## config.mk

```make
export PLATFORM = sky130hd
export DESIGN_NAME = srp_power_ctrl
export DESIGN_NICKNAME = d
export VERILOG_FILES = /design/src/srp_oc_filter.v /design/src/srp_power_ctrl.v
export VERILOG_INCLUDE_DIRS = /design/src
export SDC_FILE = /design/constraint.sdc
export NUM_CORES = 1
export LEC_CHECK = 0
export BUFFER_PORTS_ARGS = -buffer_cell sky130_fd_sc_hd__buf_2
export CAP_MARGIN = 15
export CORE_ASPECT_RATIO = 0.8
export CORE_MARGIN = 3
export CORE_UTILIZATION = 40
export DETAILED_ROUTE_END_ITERATION = 10
export MAX_ROUTING_LAYER = met4
export PLACE_DENSITY = 0.62
export SLEW_MARGIN = 20
export SYNTH_ARGS = -nofsm -noshare
export SYNTH_HDL_FRONTEND = slang
export SYNTH_SLANG_ARGS = --single-unit
```

## constraint.sdc

```tcl
create_clock -name clk_i -period 3.3 [get_ports clk_i]
set_input_delay 0.165 -clock clk_i [delete_from_list [all_inputs] [get_ports clk_i]]
set_output_delay 0.165 -clock clk_i [all_outputs]
set_load 0.01 [all_outputs]
```

## src/srp_defines.vh

```
// Constants for the suspend/resume power controller
`ifndef SRP_DEFINES_VH
`define SRP_DEFINES_VH
`define SRP_ADDR_W 10
`define SRP_OFF_HOST_CMD 10'h020
`define SRP_OFF_HW_CONFIG 10'h300
`define SRP_OFF_INT_STATUS 10'h310
`define SRP_OFF_POWER_DOWN 10'h354
`define SRP_OFF_PORT_CTRL 10'h380
`define SRP_OFF_PWR_STATUS 10'h384
`define SRP_RST_HOST_CMD 32'h00080000
`define SRP_RST_HW_CONFIG 32'h00000000
`define SRP_RST_POWER_DOWN 32'h03E81BA0
`define SRP_RUN_STOP_BIT 0
`define SRP_OC_DIGITAL_BIT 15
`define SRP_CLK_OFF_MSB 31
`define SRP_CLK_OFF_LSB 16
`define SRP_INT_CLK_RDY_BIT 0
`define SRP_INT_OC_LSB 1
`define SRP_INT_WAKE_BIT 4
`define SRP_CTRL_SUSPEND_BIT 8
`define SRP_NPORTS 3
`define SRP_CLK_PERIOD_NS 8
`define SRP_SLOW_TICK_NS 10000
`define SRP_SLOW_TICK_CYC ((`SRP_SLOW_TICK_NS + `SRP_CLK_PERIOD_NS - 1) / `SRP_CLK_PERIOD_NS)
`define SRP_POR_PULSE_NS 800
`define SRP_POR_PULSE_CYC ((`SRP_POR_PULSE_NS + `SRP_CLK_PERIOD_NS - 1) / `SRP_CLK_PERIOD_NS)
`define SRP_DIP_NS 11000
`define SRP_DIP_CYC ((`SRP_DIP_NS + `SRP_CLK_PERIOD_NS - 1) / `SRP_CLK_PERIOD_NS)
`define SRP_CLK_SETTLE_NS 50000
`define SRP_OC_FILTER_NS 2000000
`define SRP_REF_TIMEOUT_CYC 31
`define SRP_MAIN_MHZ 8'h7D
`define SRP_F30_MHZ 7'h1E
`define SRP_F48_MHZ 7'h30
`define SRP_F60_MHZ 7'h3C
`endif

```

## src/srp_oc_filter.v

```verilog
// Debounce filter for one overcurrent indication
`timescale 1ns/1ps
`default_nettype none
module srp_oc_filter #(
   parameter FILT_CYC = 250000
) (
   input wire clk_i,
   input wire rst_i,
   input wire raw_i,
   output reg filt_o
);
   reg [17:0] cnt_q;

   // Output follows the input only after it held a new level for FILT_CYC cycles
   always @(posedge clk_i)
   begin
      if (rst_i)
      begin
         cnt_q <= 18'h00000;
         filt_o <= 1'b0;
      end
      else if (raw_i == filt_o)
      begin
         cnt_q <= 18'h00000;
      end
      else if (cnt_q >= FILT_CYC[17:0] - 18'h00001)
      begin
         cnt_q <= 18'h00000;
         filt_o <= raw_i;
      end
      else
      begin
         cnt_q <= cnt_q + 18'h00001;
      end
   end
endmodule
`default_nettype wire

```

## src/srp_power_ctrl.v

```verilog
// Suspend/resume, clocking, overcurrent and power-on reset control
// Operation
// - Main 30, 48 and 60 MHz clocks derive from the 125 MHz system clock, enabled while the 12 MHz reference runs.
// - Suspend stops main clocks; 100 kHz keep-alive clock keeps running.
// - Port attach or detach while suspended starts a resume.
// - Chip-select assertion while suspended starts a resume.
// - Low wake pin while suspended starts a wake-up; high does nothing.
// - Wake pin driven low while awake, released while suspended.
// - Resume state lasts the clock-off count in power-down bits 31:16.
// - Run/stop set during resume gives permanent normal operation.
// - Run/stop still clear at count expiry returns to suspend.
// - Power-down register lets software disable internal blocks.
// - Each wake-up restarts clocks and raises clock-ready once running.
// - Hardware config bit 15 picks analog or digital overcurrent input.
// - Digital overcurrent input removes that port's power by itself.
// - Overcurrent indications pass a 1 to 3 ms filter.
// - Power-on reset pulse of 800 ns after supply passes trip level.
// - Supply dips longer than 11 us regenerate the reset; shorter ignored.
// - Wake-up back to suspend takes about 10 ms with power on.
// - Writing 1 to a set interrupt status bit clears it.
`timescale 1ns/1ps
`default_nettype none
`include "srp_defines.vh"
module srp_power_ctrl #(
   parameter CLK_SETTLE_CYC = `SRP_CLK_SETTLE_NS / `SRP_CLK_PERIOD_NS,
   parameter OC_FILTER_CYC = `SRP_OC_FILTER_NS / `SRP_CLK_PERIOD_NS
) (
   input wire clk_i,
   input wire rst_i,
   input wire wb_cyc_i,
   input wire wb_stb_i,
   input wire wb_we_i,
   input wire [`SRP_ADDR_W-1:0] wb_adr_i,
   input wire [3:0] wb_sel_i,
   input wire [31:0] wb_dat_i,
   output reg [31:0] wb_dat_o,
   output reg wb_ack_o,
   input wire ref_clock_input_i,
   input wire vcc_ok_i,
   input wire cs_n_i,
   input wire [2:0] port_connect_i,
   input wire [2:0] overcurrent_flag_in_n_i,
   input wire [2:0] analog_trip_i,
   input wire sleep_wake_pin_i,
   output wire sleep_wake_pin_o,
   output wire sleep_wake_pin_oe_o,
   output wire [2:0] port_power_enable_n_o,
   output wire main_clk_en_o,
   output wire [2:0] clk_tick_o,
   output reg slow_keepalive_clock_o,
   output reg clk_ready_o,
   output wire [15:0] blk_disable_o,
   output reg por_o
);
   localparam [3:0] ST_RUN = 4'h1;
   localparam [3:0] ST_SUSP = 4'h2;
   localparam [3:0] ST_WAKE = 4'h4;
   localparam [3:0] ST_RESUME = 4'h8;
   localparam NSYNC = 13;

   reg [NSYNC-1:0] sync1_q;
   reg [NSYNC-1:0] sync2_q;
   reg ref_prev_q;
   reg [4:0] ref_idle_q;
   reg ref_alive_q;
   reg [2:0] conn_prev_q;
   reg [3:0] state_q;
   reg [3:0] state_d;
   reg [15:0] resume_cnt_q;
   reg [12:0] settle_cnt_q;
   reg [10:0] slow_cnt_q;
   reg slow_tick_q;
   reg [31:0] host_cmd_q;
   reg [31:0] hw_config_q;
   reg [31:0] power_down_q;
   reg [4:0] int_status_q;
   reg [2:0] port_pwr_q;
   reg suspend_req_q;
   reg [10:0] dip_cnt_q;
   reg dip_long_q;
   reg [6:0] por_cnt_q;
   reg [6:0] acc_q [0:2];
   reg [2:0] tick_q;
   // Own drive of the wake pin, aged by the synchroniser depth
   reg [1:0] drv_hist_q;
   wire sys_rst;
   wire ref_s;
   wire vcc_s;
   wire cs_n_s;
   wire wake_n_s;
   wire [2:0] conn_s;
   wire [2:0] oc_n_s;
   wire [2:0] oc_raw;
   wire [2:0] oc_filt;
   wire [2:0] oc_event;
   wire wake_evt;
   wire clocks_on;
   wire wb_req;
   wire [31:0] wmask;
   wire [4:0] int_set;
   genvar gi;

   assign sys_rst = rst_i | por_o;
   assign wb_req = wb_cyc_i & wb_stb_i & ~wb_ack_o;
   assign wmask = {{8{wb_sel_i[3]}}, {8{wb_sel_i[2]}}, {8{wb_sel_i[1]}}, {8{wb_sel_i[0]}}};

   // Two-stage synchronisers for every pin input
   always @(posedge clk_i)
   begin
      if (rst_i)
      begin
         sync1_q <= 13'h1FFF;
         sync2_q <= 13'h1FFF;
      end
      else
      begin
         sync1_q <= {analog_trip_i, overcurrent_flag_in_n_i, port_connect_i,
            sleep_wake_pin_i, cs_n_i, vcc_ok_i, ref_clock_input_i};
         sync2_q <= sync1_q;
      end
   end
   assign ref_s = sync2_q[0];
   assign vcc_s = sync2_q[1];
   assign cs_n_s = sync2_q[2];
   assign wake_n_s = sync2_q[3];
   assign conn_s = sync2_q[6:4];
   assign oc_n_s = sync2_q[9:7];

   // Supply dip detector and power-on reset pulse stretcher
   always @(posedge clk_i)
   begin
      if (rst_i)
      begin
         dip_cnt_q <= 11'h000;
         dip_long_q <= 1'b0;
         por_cnt_q <= 7'h00;
         por_o <= 1'b1;
      end
      else
      begin
         if (vcc_s)
         begin
            dip_cnt_q <= 11'h000;
            dip_long_q <= 1'b0;
         end
         else if (dip_cnt_q >= `SRP_DIP_CYC)
         begin
            dip_long_q <= 1'b1;
         end
         else
         begin
            dip_cnt_q <= dip_cnt_q + 11'h001;
         end
         if (dip_long_q)
         begin
            por_o <= 1'b1;
            por_cnt_q <= 7'h00;
         end
         else if (por_o && vcc_s)
         begin
            if (por_cnt_q >= `SRP_POR_PULSE_CYC - 1)
               por_o <= 1'b0;
            else
               por_cnt_q <= por_cnt_q + 7'h01;
         end
      end
   end

   // Reference presence: edges of the 12 MHz input must keep arriving
   always @(posedge clk_i)
   begin
      if (sys_rst)
      begin
         ref_prev_q <= 1'b0;
         ref_idle_q <= 5'h00;
         ref_alive_q <= 1'b0;
      end
      else
      begin
         ref_prev_q <= ref_s;
         if (ref_s != ref_prev_q)
         begin
            ref_idle_q <= 5'h00;
            ref_alive_q <= 1'b1;
         end
         else if (ref_idle_q == `SRP_REF_TIMEOUT_CYC)
            ref_alive_q <= 1'b0;
         else
            ref_idle_q <= ref_idle_q + 5'h01;
      end
   end

   // Main clock enables are gated off in suspend and without a reference
   assign clocks_on = ref_alive_q & (state_q != ST_SUSP) & (state_q != ST_WAKE);
   assign main_clk_en_o = clocks_on;
   assign clk_tick_o = tick_q;

   // Phase accumulators yielding 30, 48 and 60 MHz tick strobes
   generate
      for (gi = 0; gi < 3; gi = gi + 1)
      begin : g_acc
         wire [6:0] rate;
         wire [7:0] sum;
         wire [7:0] wrap;
         assign rate = (gi == 0) ? `SRP_F30_MHZ : ((gi == 1) ? `SRP_F48_MHZ : `SRP_F60_MHZ);
         assign sum = {1'b0, acc_q[gi]} + {1'b0, rate};
         assign wrap = sum - `SRP_MAIN_MHZ;
         always @(posedge clk_i)
         begin
            if (sys_rst || !clocks_on)
            begin
               acc_q[gi] <= 7'h00;
               tick_q[gi] <= 1'b0;
            end
            else if (sum >= `SRP_MAIN_MHZ)
            begin
               acc_q[gi] <= wrap[6:0];
               tick_q[gi] <= 1'b1;
            end
            else
            begin
               acc_q[gi] <= sum[6:0];
               tick_q[gi] <= 1'b0;
            end
         end
      end
   endgenerate

   // Free-running 100 kHz keep-alive clock; its ticks pace the resume window
   always @(posedge clk_i)
   begin
      if (sys_rst)
      begin
         slow_cnt_q <= 11'h000;
         slow_tick_q <= 1'b0;
         slow_keepalive_clock_o <= 1'b0;
      end
      else if (slow_cnt_q >= `SRP_SLOW_TICK_CYC - 1)
      begin
         slow_cnt_q <= 11'h000;
         slow_tick_q <= 1'b1;
         slow_keepalive_clock_o <= 1'b0;
      end
      else
      begin
         slow_cnt_q <= slow_cnt_q + 11'h001;
         slow_tick_q <= 1'b0;
         if (slow_cnt_q == (`SRP_SLOW_TICK_CYC / 2))
            slow_keepalive_clock_o <= 1'b1;
      end
   end

   // Wake sources, honoured only in suspend
   assign wake_evt = (state_q == ST_SUSP) &
      ((conn_s != conn_prev_q) |
      ~cs_n_s |
      (~wake_n_s & ~drv_hist_q[1]));

   // Wake pin: driven low while awake, released until the clocks are back
   assign sleep_wake_pin_o = 1'b0;
   assign sleep_wake_pin_oe_o = (state_q != ST_SUSP) & (state_q != ST_WAKE);

   // Power state sequencing
   always @*
   begin
      state_d = state_q;
      case (state_q)
         ST_RUN:
            if (suspend_req_q)
               state_d = ST_SUSP;
         ST_SUSP:
            if (wake_evt)
               state_d = ST_WAKE;
         ST_WAKE:
            if (settle_cnt_q >= CLK_SETTLE_CYC - 1 && ref_alive_q)
               state_d = ST_RESUME;
         ST_RESUME:
            if (host_cmd_q[`SRP_RUN_STOP_BIT])
               state_d = ST_RUN;
            else if (slow_tick_q && resume_cnt_q <= 16'h0001)
               state_d = ST_SUSP;
         default:
            state_d = ST_RUN;
      endcase
   end

   always @(posedge clk_i)
   begin
      if (sys_rst)
      begin
         state_q <= ST_RUN;
         settle_cnt_q <= 13'h0000;
         resume_cnt_q <= 16'h0000;
         conn_prev_q <= 3'h0;
         drv_hist_q <= 2'b11;
      end
      else
      begin
         state_q <= state_d;
         conn_prev_q <= conn_s;
         // Our own low drive must leave the synchroniser before the pin counts
         drv_hist_q <= {drv_hist_q[0], sleep_wake_pin_oe_o};
         if (state_q == ST_WAKE)
            settle_cnt_q <= settle_cnt_q + 13'h0001;
         else
            settle_cnt_q <= 13'h0000;
         if (state_d == ST_RESUME && state_q != ST_RESUME)
            resume_cnt_q <= power_down_q[`SRP_CLK_OFF_MSB:`SRP_CLK_OFF_LSB];
         else if (state_q == ST_RESUME && slow_tick_q && resume_cnt_q != 16'h0000)
            resume_cnt_q <= resume_cnt_q - 16'h0001;
      end
   end

   // Overcurrent source select and filters, one per port
   assign oc_raw = hw_config_q[`SRP_OC_DIGITAL_BIT] ? ~oc_n_s : sync2_q[12:10];
   generate
      for (gi = 0; gi < `SRP_NPORTS; gi = gi + 1)
      begin : g_oc
         srp_oc_filter #(
            .FILT_CYC(OC_FILTER_CYC)
         ) u_filt (
            .clk_i(clk_i),
            .rst_i(sys_rst),
            .raw_i(oc_raw[gi]),
            .filt_o(oc_filt[gi])
         );
      end
   endgenerate
   // Power switch cut off on a filtered overcurrent, no software needed
   assign port_power_enable_n_o = ~(port_pwr_q & ~oc_filt);

   // Status event sources
   assign oc_event = oc_filt;
   assign int_set = {wake_evt, oc_event, (state_q == ST_WAKE) && (state_d == ST_RESUME)};
   assign blk_disable_o = power_down_q[15:0];

   // Wishbone slave: one-cycle ack, registers, write-one-to-clear status
   always @(posedge clk_i)
   begin
      if (sys_rst)
      begin
         wb_ack_o <= 1'b0;
         wb_dat_o <= 32'h00000000;
         host_cmd_q <= `SRP_RST_HOST_CMD;
         hw_config_q <= `SRP_RST_HW_CONFIG;
         power_down_q <= `SRP_RST_POWER_DOWN;
         int_status_q <= 5'h00;
         port_pwr_q <= 3'h0;
         suspend_req_q <= 1'b0;
         clk_ready_o <= 1'b0;
      end
      else
      begin
         wb_ack_o <= wb_req;
         suspend_req_q <= 1'b0;
         // Set wins over a simultaneous clear
         if (wb_req && wb_we_i && wb_adr_i == `SRP_OFF_INT_STATUS && wb_sel_i[0])
            int_status_q <= (int_status_q & ~wb_dat_i[4:0]) | int_set;
         else
            int_status_q <= int_status_q | int_set;
         clk_ready_o <= int_status_q[`SRP_INT_CLK_RDY_BIT];
         if (wb_req && wb_we_i)
         begin
            if (wb_adr_i == `SRP_OFF_HOST_CMD)
               host_cmd_q <= (host_cmd_q & ~wmask) | (wb_dat_i & wmask);
            else if (wb_adr_i == `SRP_OFF_HW_CONFIG)
               hw_config_q <= (hw_config_q & ~wmask) | (wb_dat_i & wmask);
            else if (wb_adr_i == `SRP_OFF_POWER_DOWN)
               power_down_q <= (power_down_q & ~wmask) | (wb_dat_i & wmask);
            else if (wb_adr_i == `SRP_OFF_PORT_CTRL && wb_sel_i[1])
            begin
               if (wb_sel_i[0])
                  port_pwr_q <= wb_dat_i[2:0];
               suspend_req_q <= wb_dat_i[`SRP_CTRL_SUSPEND_BIT];
            end
            else if (wb_adr_i == `SRP_OFF_PORT_CTRL && wb_sel_i[0])
               port_pwr_q <= wb_dat_i[2:0];
         end
         // Read data; unmapped addresses read zero
         if (wb_req && !wb_we_i)
         begin
            if (wb_adr_i == `SRP_OFF_HOST_CMD)
               wb_dat_o <= host_cmd_q;
            else if (wb_adr_i == `SRP_OFF_HW_CONFIG)
               wb_dat_o <= hw_config_q;
            else if (wb_adr_i == `SRP_OFF_INT_STATUS)
               wb_dat_o <= {27'h0000000, int_status_q};
            else if (wb_adr_i == `SRP_OFF_POWER_DOWN)
               wb_dat_o <= power_down_q;
            else if (wb_adr_i == `SRP_OFF_PORT_CTRL)
               wb_dat_o <= {29'h00000000, port_pwr_q};
            else if (wb_adr_i == `SRP_OFF_PWR_STATUS)
               wb_dat_o <= {9'h000, resume_cnt_q, oc_filt, state_q};
            else
               wb_dat_o <= 32'h00000000;
         end
      end
   end
endmodule
`default_nettype wire

```

==> impl_metrics.yaml <==
die:
  core_area_um2: 34000
  io_pins: 125
  die_h_um: 173
  start_util: 0.410
  die_area_um2: 37100
  fp.dieW_um: 215
  fp-row-count: 60
clocking:
  clk_pin_slew_ns: 0.06
  cts_buffers: 34
  cts_tree: "built"
  cts_buffer_depth: 3
  cts-root-buf: "clkbuf_16"
  clkSinkCount: 324
  htree_levels: 2
  clkLatencyLatePin_ns: 0.52
routing:
  dr.pass1.iters: 5
  vias: 11500
  ant_nets: 0
  drc: 0
  vias_per_cell: 5.17
  routed_wl_um: 34800
  wl_per_cell_um: 15.6
  drt-initial-drc-count: 902
setup_path:
  timing.rr.start: "acc_q[0][1]$_DFFE_PP_"
  cp-end-kind: "flop"
  worstPathArrival_ns: 2.81
  critPathCapture: "acc_q[0][4]$_DFFE_PP_"
  r2r_end: "acc_q[0][4]$_DFFE_PP_"
  path_max_fanout: 7
  criticalPathCategory: "flop to flop"
  critPathLaunchType: "flop"
  crit_required_ns: 3.57
  startpoint: "acc_q[0][1]$_DFFE_PP_"
  r2r_slack_ns: 0.76
  rr_worst_depth: 9
power_and_ir_drop:
  p_sw_frac: 0.208
  power.leakage_nw: 5.91
  power.density_nw_per_um2: 497
  pwr-share-seq: 0.482
  vdd_ir_drop_max_mv: 0.319
  p_clk_frac: 0.489
  p_sw_mw: 1.72
  p_int_mw: 6.56
  power_frac_comb: 0.028
  p_total_mw: 8.27
synthesis:
  synthArstFlopShare: 0
  synth_area_leader_cell: "dfxtp_1"
  syn_area_per_cell_um2: 8.81
  synthTopCellsByArea: "dfxtp_1 44%, nor2_1 6.8%, nand2_1 5.2%, edfxtp_1 4.5%, mux2i_1 4.3%"
  ys_types: 72
  synth_top_area_share: 0.436
  yosysWarningCount: 0
  syn_inst: 1581
  yosysMostFrequentCell: "dfxtp_1"
  synthTopCellsByCount: "303 x dfxtp_1, 251 x nor2_1, 192 x nand2_1"
  ys.flop_type: "dfxtp_1"
  ys_seq_elements: 324
  seq_area_frac_synth: 0.481
  synth-edff-count: 21
  netlist_area_um2: 13900
sta:
  setup_viol: 0
  rsz0062_at_grt: "false"
  fin_crit_sh: 0.771
  fin_setup_tns_ns: 0
  max_freq_mhz: 393
  min_period_ns: 2.54
  drv_slew: 0
  maxSlewHeadroom: 0.513
  tightest_slew_ns: 0.728
  fin_skew_ns: 0.0130
  hold_viol: 0
grt:
  grtUsageTotal: 0.192
  grt_pass1_wl_um: 57600
  antenna_found_initial: 2
  grt_max_degree: 49
  overflow: 0
  grt_pass1_vias: 11100
cells_and_area:
  nets: 1827
  drive_above_1_share: 0.148
  area_growth_pct: 19.5
placed_design:
  numPortBuffers: 123
  dp_hpwl_um: 24200
  globalplace.congestion: 0.866
worst_hold_path:
  min_from: "wb_stb_i"
  hold_path_class: "input port to flop"
status:
  status: "complete, no violations"
run:
  drv_cap: 0
[power by group through the flow]
stage	clock [mW]	combinational, mW	sequential [mW]
2_1_floorplan	0	0.101	4.07
3_3_place_gp	0	0.184	4.08
3_5_place_dp	0	0.186	4.08
4_1_cts	4.16	0.232	3.99
5_1_grt	4.32	0.259	3.99
6_report	4.05	0.234	3.99
[kinds of logic after synthesis]
family,count (synthesis),synth area share
xor+xnor,111,0.0698
buf+inv,117,0.0377
fa+ha+maj,26,0.0234
other cells,2,0.000539
simple gates,666,0.220
mux,61,0.0439
compound gates,274,0.124
flops,324,0.481
[through the flow]
stage	setup slack, ns	cells	hold slack [ns]	util	instance area, um2
final	0.757	2227	0.0365	0.489	16600
after global routing	0.531	2227	0.0524	0.489	16600
after CTS	0.767	2225	0.0101	0.489	16600
after detailed placement	0.710	2119	0.351	0.440	15000
after global placement	0.730	2119	0.347	0.440	15000
after floorplan	1.05	1594	0.269	-	14000
[layout by cell type (no fill, tap or decap), types with 35 or more instances in the layout]
| cell type | netlist | routed |
|---|---|---|
| dfxtp_1 | 303 | 303 |
| nor2_1 | 251 | 248 |
| nand2_1 | 192 | 192 |
| buf_2 | 11 | 123 |
| a21oi_1 | 93 | 93 |
| o21ai_0 | 66 | 66 |
| mux2i_1 | 60 | 60 |
| xnor2_1 | 58 | 58 |
| nand3_1 | 54 | 54 |
| xor2_1 | 53 | 53 |
| dlygate4sd3_1 | 0 | 47 |
| or2_2 | 38 | 37 |
| clkbuf_16 | 0 | 36 |
| inv_1 | 35 | 35 |
[how the worst min path moves through the flow]
stage / endpoint / slack, ns / cells after the start
2_1_floorplan: sync1_q[0]$_SDFF_PP1_ / 0.27 / 1
3_3_place_gp: sync1_q[6]$_SDFF_PP1_ / 0.35 / 2
3_5_place_dp: sync1_q[5]$_SDFF_PP1_ / 0.35 / 2
4_1_cts: wb_ack_o$_SDFF_PP0_ / 0.01 / 3
5_1_grt: suspend_req_q$_SDFF_PP0_ / 0.05 / 3
6_report: wb_ack_o$_SDFF_PP0_ / 0.04 / 3
[metal layers]
metal	global-route usage	vias up	share of wire
met4	0.0490	0	0.019
met1	0.264	5448	0.47
met5	-	-	0
li1	-	5709	-
met3	0.0353	53	0.065
met2	0.293	297	0.44
[layout make-up]
type | instances | area (um2)
diodes | 2 | 5.00
multi-input cells | 1153 | 6800
fillers | 3247 | 17400
inverters | 35 | 131
repair buffers | 189 | 1240
clock inverters | 18 | 228
well taps | 465 | 582
clock buffers | 41 | 960
flip-flops and latches | 324 | 6700
[worst max-delay path: stages, from the launching register on]
cell and delay (ns):
edfxtp_1 0.49, inv_1 0.15, ha_1 0.26, nand2b_1 0.15, nor2_1 0.16, o21ai_0 0.13
a2111o_1 0.42, a211oi_1 0.27, o21ai_0 0.12, nor3b_1 0.14
[what timing repair did]
action,in CTS,in global routing
hold endpoints to repair,117,0
hold buffers,47,0
buffers inserted,0,0
resized for setup,0,0
setup endpoints to repair,0,0
No activity file was read; power rests on OpenSTA's default activity.
